### config.mk
export PLATFORM = sky130hd
export DESIGN_NAME = clock_output_control_regs
export DESIGN_NICKNAME = d
export VERILOG_FILES = /design/src/shared/clkout_pkg.sv /design/src/shared/reg_access_if.sv /design/src/design/clkout_reg_bank.sv /design/src/design/clkout_stop_gate.sv /design/src/design/clock_output_control_regs.sv
export SDC_FILE = /design/constraint.sdc
export NUM_CORES = 1
export LEC_CHECK = 0
export BUFFER_PORTS_ARGS = -buffer_cell sky130_fd_sc_hd__buf_2
export CORE_MARGIN = 10
export CORE_UTILIZATION = 40
export CTS_CLUSTER_SIZE = 20
export DETAILED_ROUTE_END_ITERATION = 6
export SLEW_MARGIN = 20
export SYNTH_ARGS = -nofsm -noshare
export SYNTH_HDL_FRONTEND = slang
export SYNTH_SLANG_ARGS = --single-unit
### constraint.sdc
create_clock -name clk -period 2.91 [get_ports clk]
set_input_delay 0.4365 -clock clk [delete_from_list [all_inputs] [get_ports clk]]
set_output_delay 0.4365 -clock clk [all_outputs]
set_load 0.01 [all_outputs]
### src/shared/clkout_pkg.sv
package clkout_pkg;
    // Register indices on the management bus
    localparam logic [7:0] OFS_BUF_EN     = 8'h02;
    localparam logic [7:0] OFS_OUT_CTRL   = 8'h03;
    localparam logic [7:0] OFS_DIV_HIGH   = 8'h04;
    localparam logic [7:0] OFS_DIV_LOW    = 8'h05;
    localparam logic [7:0] OFS_RSVD_SIX   = 8'h06;
    localparam logic [7:0] OFS_RSVD_SEVEN = 8'h07;
    localparam logic [7:0] OFS_RSVD_EIGHT = 8'h08;
    // Reset values
    localparam logic [7:0] RST_BUF_EN     = 8'hFF;
    localparam logic [7:0] RST_OUT_CTRL   = 8'h30;
    localparam logic [7:0] RST_DIV_HIGH   = 8'hCC;
    localparam logic [7:0] RST_DIV_LOW    = 8'h64;
    localparam logic [7:0] RST_RSVD_SIX   = 8'hC1;
    localparam logic [7:0] RST_RSVD_SEVEN = 8'h00;
    localparam logic [7:0] RST_RSVD_EIGHT = 8'h00;
    // Field positions
    localparam int POS_PROC_EN0   = 7;
    localparam int POS_SERIAL_EN0 = 4;
    localparam int POS_DISPLAY_EN = 1;
    localparam int POS_PANEL_EN   = 0;
    localparam int POS_REF_EN     = 5;
    localparam int POS_SLEW_LO    = 3;
    localparam int POS_STOP0      = 2;
    localparam int POS_DIV_MSB    = 0;
    // Writable masks; other bits keep reset values
    localparam logic [7:0] MASK_OUT_CTRL = 8'h3F;
    localparam logic [7:0] MASK_DIV_HIGH = 8'h01;
    localparam logic [1:0] SLEW_RESERVED = 2'h3;
    // Management bus addressing
    localparam logic [6:0] BUS_ADDR7  = 7'h69;
    localparam logic [7:0] READ_COUNT = 8'h0F;
    localparam int PAIRS = 3;
endpackage

### src/shared/reg_access_if.sv
`timescale 1ns/1ps
interface reg_access_if;
    logic       wrStb;   // One-cycle write strobe
    logic [7:0] addr;    // Register index
    logic [7:0] wrData;  // Write byte
    logic [7:0] rdData;  // Read byte for addr
    modport master (output wrStb, output addr, output wrData, input rdData);
    modport bank   (input wrStb, input addr, input wrData, output rdData);
endinterface

### src/design/clkout_reg_bank.sv
`timescale 1ns/1ps
module clkout_reg_bank (
    input  wire logic       clk,      // System clock
    input  wire logic       rstn,     // Async reset, low
    input  wire logic       ce,       // Clock enable
    reg_access_if.bank      bus,      // Register access
    output logic [7:0]      bufEnQ,   // Output buffer enables
    output logic [7:0]      ctrlQ,    // Output control
    output logic [7:0]      divHighQ, // Divider high byte
    output logic [7:0]      divLowQ   // Divider low byte
);
    logic [7:0] bufEnD;   // Next buffer enables
    logic [7:0] ctrlD;    // Next control
    logic [7:0] divHighD; // Next divider high
    logic [7:0] divLowD;  // Next divider low

    // Read decode by index
    function automatic logic [7:0] readByte(input logic [7:0] a, input logic [7:0] b,
                                            input logic [7:0] c, input logic [7:0] h,
                                            input logic [7:0] l);
        case (a)
            clkout_pkg::OFS_BUF_EN:     readByte = b;
            clkout_pkg::OFS_OUT_CTRL:   readByte = c;
            clkout_pkg::OFS_DIV_HIGH:   readByte = h;
            clkout_pkg::OFS_DIV_LOW:    readByte = l;
            clkout_pkg::OFS_RSVD_SIX:   readByte = clkout_pkg::RST_RSVD_SIX;
            clkout_pkg::OFS_RSVD_SEVEN: readByte = clkout_pkg::RST_RSVD_SEVEN;
            clkout_pkg::OFS_RSVD_EIGHT: readByte = clkout_pkg::RST_RSVD_EIGHT;
            default:                    readByte = 8'h00;
        endcase
    endfunction

    assign bus.rdData = readByte(bus.addr, bufEnQ, ctrlQ, divHighQ, divLowQ);

    // Write decode
    always_comb begin
        bufEnD   = bufEnQ;
        ctrlD    = ctrlQ;
        divHighD = divHighQ;
        divLowD  = divLowQ;
        if (bus.wrStb) begin
            case (bus.addr)
                clkout_pkg::OFS_BUF_EN: begin
                    bufEnD = bus.wrData;
                end
                clkout_pkg::OFS_OUT_CTRL: begin
                    // Reserved bits kept; reserved slew code keeps old slew
                    ctrlD = (bus.wrData & clkout_pkg::MASK_OUT_CTRL)
                          | (ctrlQ & ~clkout_pkg::MASK_OUT_CTRL);
                    if (bus.wrData[clkout_pkg::POS_SLEW_LO +: 2] == clkout_pkg::SLEW_RESERVED) begin
                        ctrlD[clkout_pkg::POS_SLEW_LO +: 2] =
                            ctrlQ[clkout_pkg::POS_SLEW_LO +: 2];
                    end
                end
                clkout_pkg::OFS_DIV_HIGH: begin
                    divHighD = (bus.wrData & clkout_pkg::MASK_DIV_HIGH)
                             | (divHighQ & ~clkout_pkg::MASK_DIV_HIGH);
                end
                clkout_pkg::OFS_DIV_LOW: begin
                    divLowD = bus.wrData;
                end
                default: begin
                    bufEnD = bufEnQ; // Reserved or foreign index: ignored
                end
            endcase
        end
    end

    // Register storage
    always_ff @(posedge clk or negedge rstn) begin
        if (!rstn) begin
            bufEnQ   <= clkout_pkg::RST_BUF_EN;
            ctrlQ    <= clkout_pkg::RST_OUT_CTRL;
            divHighQ <= clkout_pkg::RST_DIV_HIGH;
            divLowQ  <= clkout_pkg::RST_DIV_LOW;
        end else if (ce) begin
            bufEnQ   <= bufEnD;
            ctrlQ    <= ctrlD;
            divHighQ <= divHighD;
            divLowQ  <= divLowD;
        end
    end
endmodule

### src/design/clkout_stop_gate.sv
`timescale 1ns/1ps
module clkout_stop_gate #(
    parameter int PAIRS = clkout_pkg::PAIRS // Processor pair count
) (
    input  wire logic             clk,           // System clock
    input  wire logic             rstn,          // Async reset, low
    input  wire logic             ce,            // Clock enable
    input  wire logic [7:0]       bufEn,         // Buffer enable byte
    input  wire logic [7:0]       ctrl,          // Control byte
    input  wire logic             procHaltN,     // Processor stop, low
    output logic [PAIRS-1:0]      procPairEnQ,   // Processor pair enables
    output logic [PAIRS-1:0]      serialRefEnQ,  // Serial reference enables
    output logic                  displayEnQ,    // Display 96M enable
    output logic                  panelEnQ,      // Panel pair enable
    output logic                  refEnQ         // Reference enable
);
    logic [PAIRS-1:0] procPairEnD;  // Next processor enables
    logic [PAIRS-1:0] serialRefEnD; // Next serial enables

    // Per-pair gating, bit order descends from pair 0
    for (genvar i = 0; i < PAIRS; i++) begin : g_pair
        always_comb begin
            procPairEnD[i] = bufEn[clkout_pkg::POS_PROC_EN0 - i]
                           & ~(ctrl[clkout_pkg::POS_STOP0 - i] & ~procHaltN);
            serialRefEnD[i] = bufEn[clkout_pkg::POS_SERIAL_EN0 - i];
        end
    end

    // Output enable registers
    always_ff @(posedge clk or negedge rstn) begin
        if (!rstn) begin
            procPairEnQ  <= '1;
            serialRefEnQ <= '1;
            displayEnQ   <= 1'b1;
            panelEnQ     <= 1'b1;
            refEnQ       <= 1'b1;
        end else if (ce) begin
            procPairEnQ  <= procPairEnD;
            serialRefEnQ <= serialRefEnD;
            displayEnQ   <= bufEn[clkout_pkg::POS_DISPLAY_EN];
            panelEnQ     <= bufEn[clkout_pkg::POS_PANEL_EN];
            refEnQ       <= ctrl[clkout_pkg::POS_REF_EN];
        end
    end
endmodule

### src/design/clock_output_control_regs.sv
`timescale 1ns/1ps
module clock_output_control_regs (
    input  wire logic        clk,          // 25 MHz clock
    input  wire logic        rstn,         // Async reset, low
    input  wire logic        ce,           // Clock enable
    input  wire logic        sclIn,        // Bus clock level
    input  wire logic        sdaIn,        // Bus data level
    output logic             sdaOutQ,      // Bus data drive value
    output logic             sdaOeNQ,      // Bus data enable, low drives
    input  wire logic        procHaltN,    // Processor stop, low
    output logic [2:0]       procPairEn,   // Processor pair enables
    output logic [2:0]       serialRefEn,  // Serial reference enables
    output logic             displayEn,    // Display 96M enable
    output logic             panelEn,      // Panel pair enable
    output logic             refEn,        // Reference enable
    output logic [1:0]       refSlewQ,     // Reference edge rate code
    output logic [8:0]       feedbackDivQ  // Processor PLL feedback divider
);
    // Bus engine states
    typedef enum {
        ST_IDLE,
        ST_RX_BIT,
        ST_RX_ACK,
        ST_TX_BIT,
        ST_TX_ACK
    } bus_state_e;

    // Role of the byte being received
    typedef enum {
        ROLE_ADDR,
        ROLE_INDEX,
        ROLE_COUNT,
        ROLE_DATA
    } byte_role_e;

    reg_access_if regBus ();        // Engine to bank link

    bus_state_e stateQ, stateD;     // Engine state
    byte_role_e roleQ, roleD;       // Current byte role
    logic       sclQ;               // Previous bus clock
    logic       sdaQ;               // Previous bus data
    logic [7:0] shiftQ, shiftD;     // Shift register
    logic [3:0] bitCntQ, bitCntD;   // Bit counter
    logic [7:0] idxQ, idxD;         // Register index pointer
    logic       readQ, readD;       // Read transfer flag
    logic       drvQ, drvD;         // Pull data low
    logic       ackOkQ, ackOkD;     // Host acknowledged
    logic       wrStb;              // Register write strobe
    logic       startCond;          // Start or repeated start
    logic       stopCond;           // Stop
    logic       sclRise;            // Bus clock rising
    logic       sclFall;            // Bus clock falling
    logic [7:0] bufEn;              // Buffer enable byte
    logic [7:0] ctrl;               // Control byte
    logic [7:0] divHigh;            // Divider high byte
    logic [7:0] divLow;             // Divider low byte

    // Bus conditions from sampled levels
    assign startCond = sclIn & sclQ & sdaQ & ~sdaIn;
    assign stopCond  = sclIn & sclQ & ~sdaQ & sdaIn;
    assign sclRise   = sclIn & ~sclQ;
    assign sclFall   = ~sclIn & sclQ;

    // Register port
    assign regBus.wrStb  = wrStb;
    assign regBus.addr   = idxQ;
    assign regBus.wrData = shiftQ;

    // Engine next state
    always_comb begin
        stateD  = stateQ;
        roleD   = roleQ;
        shiftD  = shiftQ;
        bitCntD = bitCntQ;
        idxD    = idxQ;
        readD   = readQ;
        drvD    = drvQ;
        ackOkD  = ackOkQ;
        wrStb   = 1'b0;
        if (startCond) begin
            // New transfer always begins with the address byte
            stateD  = ST_RX_BIT;
            roleD   = ROLE_ADDR;
            bitCntD = 4'h0;
            drvD    = 1'b0;
        end else if (stopCond) begin
            // Stop releases the line
            stateD = ST_IDLE;
            drvD   = 1'b0;
        end else begin
            case (stateQ)
                ST_IDLE: begin
                    drvD = 1'b0; // Line released
                end
                ST_RX_BIT: begin
                    if (sclRise) begin
                        // Sample data on rising clock
                        shiftD  = {shiftQ[6:0], sdaIn};
                        bitCntD = bitCntQ + 4'h1;
                    end else if (sclFall && bitCntQ == 4'h8) begin
                        bitCntD = 4'h0;
                        case (roleQ)
                            ROLE_ADDR: begin
                                if (shiftQ[7:1] == clkout_pkg::BUS_ADDR7) begin
                                    // D2h writes, D3h reads
                                    readD  = shiftQ[0];
                                    drvD   = 1'b1;
                                    stateD = ST_RX_ACK;
                                end else begin
                                    stateD = ST_IDLE; // Not ours
                                end
                            end
                            ROLE_INDEX: begin
                                idxD   = shiftQ;
                                drvD   = 1'b1;
                                stateD = ST_RX_ACK;
                            end
                            ROLE_COUNT: begin
                                drvD   = 1'b1; // Count byte acknowledged only
                                stateD = ST_RX_ACK;
                            end
                            default: begin
                                // Data byte written at pointer
                                wrStb  = 1'b1;
                                idxD   = idxQ + 8'h01;
                                drvD   = 1'b1;
                                stateD = ST_RX_ACK;
                            end
                        endcase
                    end
                end
                ST_RX_ACK: begin
                    if (sclFall) begin
                        drvD = 1'b0;
                        if (roleQ == ROLE_ADDR && readQ) begin
                            // Read begins with the byte count
                            shiftD  = clkout_pkg::READ_COUNT;
                            drvD    = ~clkout_pkg::READ_COUNT[7];
                            bitCntD = 4'h0;
                            stateD  = ST_TX_BIT;
                        end else begin
                            case (roleQ)
                                ROLE_ADDR:  roleD = ROLE_INDEX;
                                ROLE_INDEX: roleD = ROLE_COUNT;
                                default:    roleD = ROLE_DATA;
                            endcase
                            stateD = ST_RX_BIT;
                        end
                    end
                end
                ST_TX_BIT: begin
                    if (sclFall) begin
                        bitCntD = bitCntQ + 4'h1;
                        if (bitCntQ == 4'h7) begin
                            drvD   = 1'b0; // Release for host ack
                            stateD = ST_TX_ACK;
                        end else begin
                            shiftD = {shiftQ[6:0], 1'b0};
                            drvD   = ~shiftQ[6];
                        end
                    end
                end
                ST_TX_ACK: begin
                    if (sclRise) begin
                        ackOkD = ~sdaIn; // Low means acknowledge
                    end else if (sclFall) begin
                        if (ackOkQ) begin
                            // Next byte from pointer
                            shiftD  = regBus.rdData;
                            drvD    = ~regBus.rdData[7];
                            idxD    = idxQ + 8'h01;
                            bitCntD = 4'h0;
                            stateD  = ST_TX_BIT;
                        end else begin
                            stateD = ST_IDLE; // Host ended the read
                        end
                    end
                end
                default: begin
                    stateD = ST_IDLE;
                    drvD   = 1'b0;
                end
            endcase
        end
    end

    // Engine registers
    always_ff @(posedge clk or negedge rstn) begin
        if (!rstn) begin
            stateQ  <= ST_IDLE;
            roleQ   <= ROLE_ADDR;
            sclQ    <= 1'b1;
            sdaQ    <= 1'b1;
            shiftQ  <= 8'h00;
            bitCntQ <= 4'h0;
            idxQ    <= 8'h00;
            readQ   <= 1'b0;
            drvQ    <= 1'b0;
            ackOkQ  <= 1'b0;
        end else if (ce) begin
            stateQ  <= stateD;
            roleQ   <= roleD;
            sclQ    <= sclIn;
            sdaQ    <= sdaIn;
            shiftQ  <= shiftD;
            bitCntQ <= bitCntD;
            idxQ    <= idxD;
            readQ   <= readD;
            drvQ    <= drvD;
            ackOkQ  <= ackOkD;
        end
    end

    // Open-drain pin: value always low, enable low while pulling
    always_ff @(posedge clk or negedge rstn) begin
        if (!rstn) begin
            sdaOutQ <= 1'b0;
            sdaOeNQ <= 1'b1;
        end else if (ce) begin
            sdaOutQ <= 1'b0;
            sdaOeNQ <= ~drvD;
        end
    end

    // Field outputs from the bank
    always_ff @(posedge clk or negedge rstn) begin
        if (!rstn) begin
            refSlewQ     <= clkout_pkg::RST_OUT_CTRL[clkout_pkg::POS_SLEW_LO +: 2];
            feedbackDivQ <= {clkout_pkg::RST_DIV_HIGH[clkout_pkg::POS_DIV_MSB],
                             clkout_pkg::RST_DIV_LOW};
        end else if (ce) begin
            refSlewQ     <= ctrl[clkout_pkg::POS_SLEW_LO +: 2];
            feedbackDivQ <= {divHigh[clkout_pkg::POS_DIV_MSB], divLow};
        end
    end

    // Register storage
    clkout_reg_bank u_bank (
        .clk      (clk),
        .rstn     (rstn),
        .ce       (ce),
        .bus      (regBus.bank),
        .bufEnQ   (bufEn),
        .ctrlQ    (ctrl),
        .divHighQ (divHigh),
        .divLowQ  (divLow)
    );

    // Output enable gating
    clkout_stop_gate #(
        .PAIRS (clkout_pkg::PAIRS)
    ) u_gate (
        .clk          (clk),
        .rstn         (rstn),
        .ce           (ce),
        .bufEn        (bufEn),
        .ctrl         (ctrl),
        .procHaltN    (procHaltN),
        .procPairEnQ  (procPairEn),
        .serialRefEnQ (serialRefEn),
        .displayEnQ   (displayEn),
        .panelEnQ     (panelEn),
        .refEnQ       (refEn)
    );
endmodule

======== Word-level counts from Yosys, hierarchy flattened ========
Cells that the tools add are included.
word-level totals
  flip-flop bits (word level) ............. 142
  bits of input ports ..................... 6
  output and inout port bits .............. 22
  logic and storage cells ................. 190
cells by class
  add/sub/neg operators ................... 2
  equality and inequality tests ........... 43
  multiplexer cells ....................... 68
  bitwise gates (word level) .............. 30
  reduce and logical (&&, ||, !) cells .... 24
operators with widths
  kind                                                                    count
  32-bit 2-to-1 mux                                                       15
  32-bit case mux with 5 select lines                                     1
  8-bit 2-to-1 mux                                                        13
  32-bit by 2-bit equality test with 1-bit output, second input constant  3
  32-bit logical NOT                                                      3
  32-bit by 1-bit equality test with 1-bit output, second input constant  2
  4-bit 2-to-1 mux                                                        10
  8-bit case mux with 5 select lines                                      1
  32-bit by 3-bit equality test with 1-bit output, second input constant  1
  4-bit inequality test, second input constant                            8
  8-bit case mux with 2 select lines                                      2
  8-bit case mux with 4 select lines                                      1
  2-bit inequality test, second input constant                            13
  8-bit by 3-bit equality test with 1-bit output, second input constant   3
  3-bit inequality test, second input constant                            7
  10-bit AND reduction                                                    2
  1-bit 2-to-1 mux                                                        19
  8-bit by 2-bit equality test with 1-bit output, second input constant   2
  4-bit case mux with 4 select lines                                      1
  1-bit NOT                                                               15
  1-bit AND                                                               13
  12-bit AND reduction                                                    1
  3-bit AND reduction                                                     4
  5-bit AND reduction                                                     2
  20 further kinds                                                        25

======== Depth between registers and ports, before layout ========
Gate-level depths: netlist (run 1).
  word-level depth ........................ 10
  depth in mapped cells ................... 8
  mapped depth without buffers ............ 7

======== Modules after synthesis ========
A second synthesis (run 1) with hierarchy kept.
unflattened totals
  cell total of the unflattened synthesis .. 409
  area, all modules ....................... 4,281.6 um^2
by module, submodules not included
  module                     times used  cells each  area each (um^2)  sequential area each (um^2)
  clock_output_control_regs  1           267         2,563.7           1,059.8
  clkout_reg_bank            1           114         1,327.5           591.8
  clkout_stop_gate           1           28          390.4             236.5

======== Worst setup path before layout (run 1) ========
No wires, ideal clock.
  path type ............................... in2reg
  start ................................... input sdaIn
  end ..................................... register shiftQ[0], in the netlist regBus.wrData[0]
  library setup time ...................... 125 ps
  arrival time ............................ 1,898 ps
  required time ........................... 2,785 ps
  slack ................................... 887 ps
  stages .................................. 7
  buffers on the path ..................... 2
  cells stage by stage .................... clkbuf_1 -> xor2_1 -> nor2b_1 -> nor3_1 -> o311a_1 -> buf_2 -> mux2_2
between the ends
  cells in the longest elaborated chain, start to end .. 4
RTL lines
  what                                   line                              RTL
  from (decl)                            clock_output_control_regs.sv:7    input wire logic sdaIn,
  1-bit NOT                              clock_output_control_regs.sv:59   assign startCond = sclIn & sclQ & sdaQ & ~sdaIn;
  1-bit AND                              clock_output_control_regs.sv:59
  1-bit NOT (no source line)             -
  12-bit AND reduction (no source line)  -
  to (signal assigned)                   clock_output_control_regs.sv:205  shiftQ <= shiftD;
  to (decl)                              clock_output_control_regs.sv:42   logic [7:0] shiftQ, shiftD;
Parallel ways exist; a longest one is shown, timed or not. The select of a mux whose other input is x is not followed.
A chain may end at the register's enable or synchronous reset.

======== Worst setup path after layout (run 1) ========
  start ................................... register stateQ[2]
  end ..................................... register shiftQ[7], in the netlist regBus.wrData[7]
between the ends
  cells in the longest elaborated chain, start to end .. 3
RTL lines
  what                                                                          line                              RTL
  from (decl)                                                                   clock_output_control_regs.sv:38   bus_state_e stateQ, stateD;
  from (signal assigned)                                                        clock_output_control_regs.sv:201  stateQ <= stateD;
  32-bit by 3-bit equality test with 1-bit output (tied with other cells)       clock_output_control_regs.sv:91   case (stateQ)
  4-bit nonzero test (no source line) or 2-bit inequality test (tied branches)  -
  12-bit AND reduction (no source line)                                         -
Parallel ways exist; a longest one is shown, timed or not.

==> out/qor.yml, run 1 <==
placed_design:
  place_inst: 547
  port_buffers: 26
  gp_congestion: 0.932
  dpl.hpwl_um: 7870
synth:
  ys_ff_latch: 74
  async_flop_share_pct: 100
  syn-num-nets: 414
  syn_area_per_cell_um2: 10.4
  syn_inst: 402
  synth_warnings: 0
  synth-edff-count: 0
  syn-cell-area_mm2: 0.00417
  synthFlopType: "dfrtp_1"
  seq_area_frac_synth_pct: 45.3
  yosysUniqueCellTypes: 67
global_routing:
  grt_max_degree: 75
  grt_overflow_total: 0
  track_usage_pct: 14.9
  grt_pass1_wl_um: 17600
  antenna_found_initial: 0
  grt_pass1_vias: 3249
timing:
  max_freq_mhz: 378
  tightest_slew_ns: 0.928
  clock_skew_ns: 0.0157
  hold_viol_final: 0
  setup_viol: 0
  relSlewSlack_pct: 37.9
  layout_worst_path_cycle_share_pct: 90.9
  fin_setup_tns_ns: 0
  timing.final.crit_period_ns: 2.64
  finalMaxSlewViolations: 0
  grt_setup_unrepaired: "false"
worst_setup_path:
  ff2ff_setup_slack_ns: 0.27
  critPathCaptureType: "flop"
  cp_max_fo: 18
  cp.required_ns: 3.15
  start_kind: "flop"
  cp-endpoint: "regBus.wrData[7]"
  worstReg2RegEnd: "regBus.wrData[7]"
  worstReg2RegStart: "stateQ[2]"
  cp-startpoint: "stateQ[2]"
  setup.worst_path.class: "flop to flop"
  reg2regPathDepth: 5
  worstPathArrival_ns: 2.88
clock_network:
  cts_setup_buffers: 0
  cts_hold_buf: 0
  path_clk_slew_ns: 0.09
  htreeDepth: 3
  cts_root_buf: "clkbuf_8"
  post_cts_resized: 0
  cts_tree: "built"
  cts-buffers-inserted: 9
  clk_latency_ns: 0.36
  clk_path_buf_depth: 2
  clock_sinks: 74
finish:
  final_nets: 434
  insertedDiodeCount: 0
  area_delta_synth_final_pct: 9.81
  mostFrequentLayoutCells: "dfrtp_1, mux2_2, dfstp_2"
  nFillCells: 969
  fin_cells: 563
  mostFrequentLayoutCell: "dfrtp_1"
  drive_above_1_share_pct: 30.7
routing:
  wirelength_um: 10800
  drt-wirelength-per-cell_um: 19.2
  drt_iter0_drc: 210
  ant_nets: 0
  vias_per_cell: 5.75
  dr.pass1.iters: 6
  drc: 0
  vias: 3236
floorplanning:
  core_area_mm2: 0.0102
  start_util_pct: 40.7
  die_area_mm2: 0.0149
  die_w_um: 122
  die_h_um: 122
  row_count: 37
  boundaryPins: 28
pwr:
  peakVddDrop_v: 0.000318
  leakagePower_nw: 1.97
  power_density_mw_per_mm2: 707
min_path:
  hold_class: "input pin to asynchronous set/reset pin"
flow_run:
  drv_cap: 0
outcome:
  outcome: "complete, no violations"
==> worst max-delay path: stages, from the launching register on <==
cell and delay, ns:
dfrtp_1 0.68, inv_1 0.20, xnor2_1 0.17, nor3_1 0.49, o311a_1 0.58, mux2_2 0.39
==> synth_stat cells (all sizes together), types with 3 or more instances <==
master | instances | area [um2]
buf | 17 | 123
nand3 | 18 | 100
dfstp | 29 | 762
nor2 | 15 | 56.3
nor3b | 6 | 50.1
nor3 | 9 | 56.3
a211oi | 5 | 37.5
clkbuf | 9 | 35.0
nand4b | 3 | 32.5
mux2 | 44 | 495
o211ai | 9 | 67.6
a2bb2oi | 3 | 26.3
mux2i | 6 | 60.1
o22ai | 8 | 50.1
o21ai | 23 | 115
nand4 | 4 | 25.0
o21a | 3 | 22.5
nor2b | 7 | 43.8
a22oi | 6 | 45.0
ha | 6 | 75.1
nand2b | 7 | 51.3
a31oi | 8 | 50.1
a21oi | 19 | 95.1
inv | 21 | 78.8
dfrtp | 45 | 1130
nand3b | 4 | 30.0
nand2 | 25 | 93.8
a221oi | 4 | 35.0
==> cell type report <==
cell class	instances	area, um2	area share [%]
multi-input combinational	281	2040	44.7
sequential	74	1890	41.2
timing repair buffer	35	200	4.37
tap	136	170	3.72
clock buffer	11	141	3.09
inverter	21	78.8	1.72
clock inverter	5	55.1	1.20
==> metal layers <==
layer | wire, um | global-route usage [%] | vias up | share of wire (%)
li1 | - | - | 1532 | -
met1 | 5170 | 19.8 | 1624 | 48
met2 | 5070 | 23.3 | 66 | 47
met3 | 394 | 3.33 | 14 | 3.6
met4 | 168 | 5.38 | 0 | 1.6
met5 | 0 | 0 | - | 0
==> state kept, by name, indices dropped and copies added, names as in the netlist, 2 cells and up <==
register	flops
stateQ	3
roleQ	2
u_bank.ctrlQ	6
u_gate.procPairEnQ	3
u_bank.bufEnQ	8
regBus.wrData	8
bitCntQ	4
u_bank.divLowQ	8
idxQ	8
refSlewQ	2
feedbackDivQ	9
u_gate.serialRefEnQ	3
==> worst min-delay path by stage <==
stage	start	endpoint	slack [ns]	depth (start not counted)
finish	rstn	regBus.wrData[2]	0.21	1
global route	rstn	regBus.wrData[3]	0.29	1
CTS	rstn	regBus.wrData[3]	0.25	1
global placement	u_gate.procPairEnQ[2]	u_gate.procPairEnQ[2]	0.46	2
detailed placement	u_gate.procPairEnQ[2]	u_gate.procPairEnQ[2]	0.46	2
floorplan	rstn	ackOkQ	0.14	0
==> per-stage QoR <==
stage	worst slack [ns]	total power, mW	area (um2)	utilization (%)	hold slack [ns]
after global placement	0.221	2.42	4380	42.8	0.456
final	0.266	3.24	4580	44.7	0.212
after CTS	0.261	3.24	4580	44.7	0.248
after global routing	0.0894	3.43	4580	44.7	0.293
after detailed placement	0.261	2.42	4380	42.8	0.465
after floorplan	0.887	2.13	4170	-	0.141
==> logic make-up after synthesis <==
| kind of cell | Yosys count | synth area share (%) |
|---|---|---|
| buffers and inverters | 47 | 5.67 |
| AO/OA/AOI/OAI | 114 | 18.6 |
| multiplexers | 50 | 13.3 |
| flip-flops | 74 | 45.3 |
| XOR/XNOR | 2 | 0.420 |
| adder cells (fa/ha/maj) | 6 | 1.80 |
| AND/OR/NAND/NOR | 108 | 14.8 |
| other | 1 | 0.0899 |
==> where the power goes <==
part           internal [mW]  switching [mW]  leakage [nW]
Clock                  0.417           0.400        0.0953
Combinational          0.410           0.529         0.993
Sequential              1.18           0.303         0.882
No activity file was read; power rests on OpenSTA's default activity.
==> run 2: changes to the inputs <==
--- a/config.mk
+++ b/config.mk
@@ -7,7 +7,7 @@
 export LEC_CHECK = 0
 export BUFFER_PORTS_ARGS = -buffer_cell sky130_fd_sc_hd__buf_2
 export CORE_MARGIN = 10
-export CORE_UTILIZATION = 40
+export CORE_UTILIZATION = 45
 export CTS_CLUSTER_SIZE = 20
 export DETAILED_ROUTE_END_ITERATION = 6
 export SLEW_MARGIN = 20
==> run 2 against run 1 <==
Via count is 0.49% lower. Global-route usage is 1.2 points higher. Sequential power hardly changed. Clock skew is 0.0029 ns lower.
==> out/qor.yml, run 2 (synthesis results as in run 1) <==
global_routing:
  grt_pass1_wl_um: 17100
  grt_max_degree: 75
  grt_overflow_total: 0
  track_usage_pct: 16.0
  antenna_found_initial: 0
  grt_pass1_vias: 3221
worst_setup_path:
  worstReg2RegStart: "stateQ[0]"
  worstPathArrival_ns: 2.84
  ff2ff_setup_slack_ns: 0.32
  start_kind: "flop"
  critPathSlowestCell: "dfrtp_1"
  critPathCaptureType: "flop"
  worstReg2RegEnd: "regBus.wrData[0]"
  setup.worst_path.class: "flop to flop"
  cp_max_fo: 23
  cpPeakStageDelay_ns: 0.76
  crit_chain: "nor2_1 > xnor2_1 > nor3_1 > o311a_1 > mux2_2"
  reg2regPathDepth: 5
  cp.required_ns: 3.16
placed_design:
  place_ws_ns: 0.407
  place_area_mm2: 0.00431
  gp_congestion: 0.895
  dpl.hpwl_um: 7230
  port_buffers: 26
finish:
  insertedDiodeCount: 0
  final_design_area_no_fill_mm2: 0.00458
  mostFrequentLayoutCells: "dfrtp_1, mux2_2, dfstp_2"
  top_register: "feedbackDivQ"
  drive_above_1_share_pct: 29.9
  mostFrequentLayoutCell: "dfrtp_1"
  area_delta_synth_final_pct: 9.81
  final_nets: 429
  largest_reg_flops: 9
  finish.utilization_pct: 50.3
floorplanning:
  die_w_um: 116
  boundaryPins: 28
  row_count: 35
  start_util_pct: 45.8
  core_area_mm2: 0.00911
  die_area_mm2: 0.0135
  die_h_um: 116
clock_network:
  clk_path_buf_depth: 2
  clock_sinks: 74
  cts_root_buf: "clkbuf_8"
  cts_setup_buffers: 0
  cts-buffers-inserted: 9
  path_clk_slew_ns: 0.09
  post_cts_resized: 0
  clk_latency_ns: 0.37
  htreeDepth: 3
  cts_tree: "built"
  cts_hold_buf: 0
routing:
  wl_met1_um: 4670
  dr.pass1.iters: 5
  routed-wl-met3_um: 580
  drt-wirelength-per-cell_um: 19.3
  drt_iter0_drc: 189
  met2_length_um: 4810
  wirelength_um: 10300
  vias_per_cell: 6.04
  ant_nets: 0
  drc: 0
  routed.top_layer: "met4"
  vias: 3220
timing:
  setup_viol: 0
  max_freq_mhz: 386
  hold_viol_final: 0
  relSlewSlack_pct: 38.1
  layout_worst_path_cycle_share_pct: 89.0
  fin_setup_tns_ns: 0
  fin_ws_ns: 0.319
  finalMaxSlewViolations: 0
  clock_skew_ns: 0.0128
  tightest_slew_ns: 0.925
  grt_setup_unrepaired: "false"
  timing.final.crit_period_ns: 2.59
flow_run:
  drv_cap: 0
outcome:
  outcome: "complete, no violations"
pwr:
  peakVddDrop_v: 0.000320
  total_power_mw: 3.49
  leakagePower_nw: 1.98
  power_density_mw_per_mm2: 763
min_path:
  hold_class: "input pin to asynchronous set/reset pin"
==> run 2: worst max path at each step <==
stage,start,to,slack (ns),cells past startpoint
2_1_floorplan,sdaIn,regBus.wrData[0],0.89,7
3_3_place_gp,stateQ[0],regBus.wrData[5],0.43,5
3_5_place_dp,stateQ[0],regBus.wrData[0],0.41,5
4_1_cts,sclQ,idxQ[7],0.39,5
5_1_grt,sclQ,idxQ[7],0.09,5
6_report,stateQ[0],regBus.wrData[0],0.32,5
==> run 2: power by group <==
group | total (mW) | switching, mW | leakage, nW | internal (mW)
Sequential | 1.49 | 0.309 | 0.882 | 1.18
Combinational | 0.921 | 0.524 | 0.966 | 0.396
Clock | 1.09 | 0.424 | 0.131 | 0.661
Total | 3.49 | 1.26 | 1.98 | 2.24
==> run 2: final cells by class <==
type / instances / area, um2
clock buffer: 10 / 128
clock inverter: 6 / 138
fill: 827 / 4530
inverter: 21 / 78.8
multi-input combinational: 281 / 2040
sequential: 74 / 1890
tap: 111 / 139
timing repair buffer: 30 / 163
==> run 2: metrics by stage <==
stage,cells,hold WS [ns]
after floorplan,402,0.141
after global placement,517,0.459
after detailed placement,517,0.462
after global routing,533,0.266
after CTS,533,0.251
final,533,0.193
==> run 2: per-layer routing <==
metal / up-vias / GRT usage [%]
li1: 1518 / -
met4: 0 / 6.01
met1: 1575 / 20.8
met2: 104 / 25.7
met5: - / 0
met3: 23 / 3.39
==> run 2: worst max-delay path, delay by kind of cell (launching register included) <==
kind	cells	cell delay [ns]
compound gates	1	0.58
xor+xnor	1	0.16
flops	1	0.76
mux	1	0.39
simple gates	2	0.58
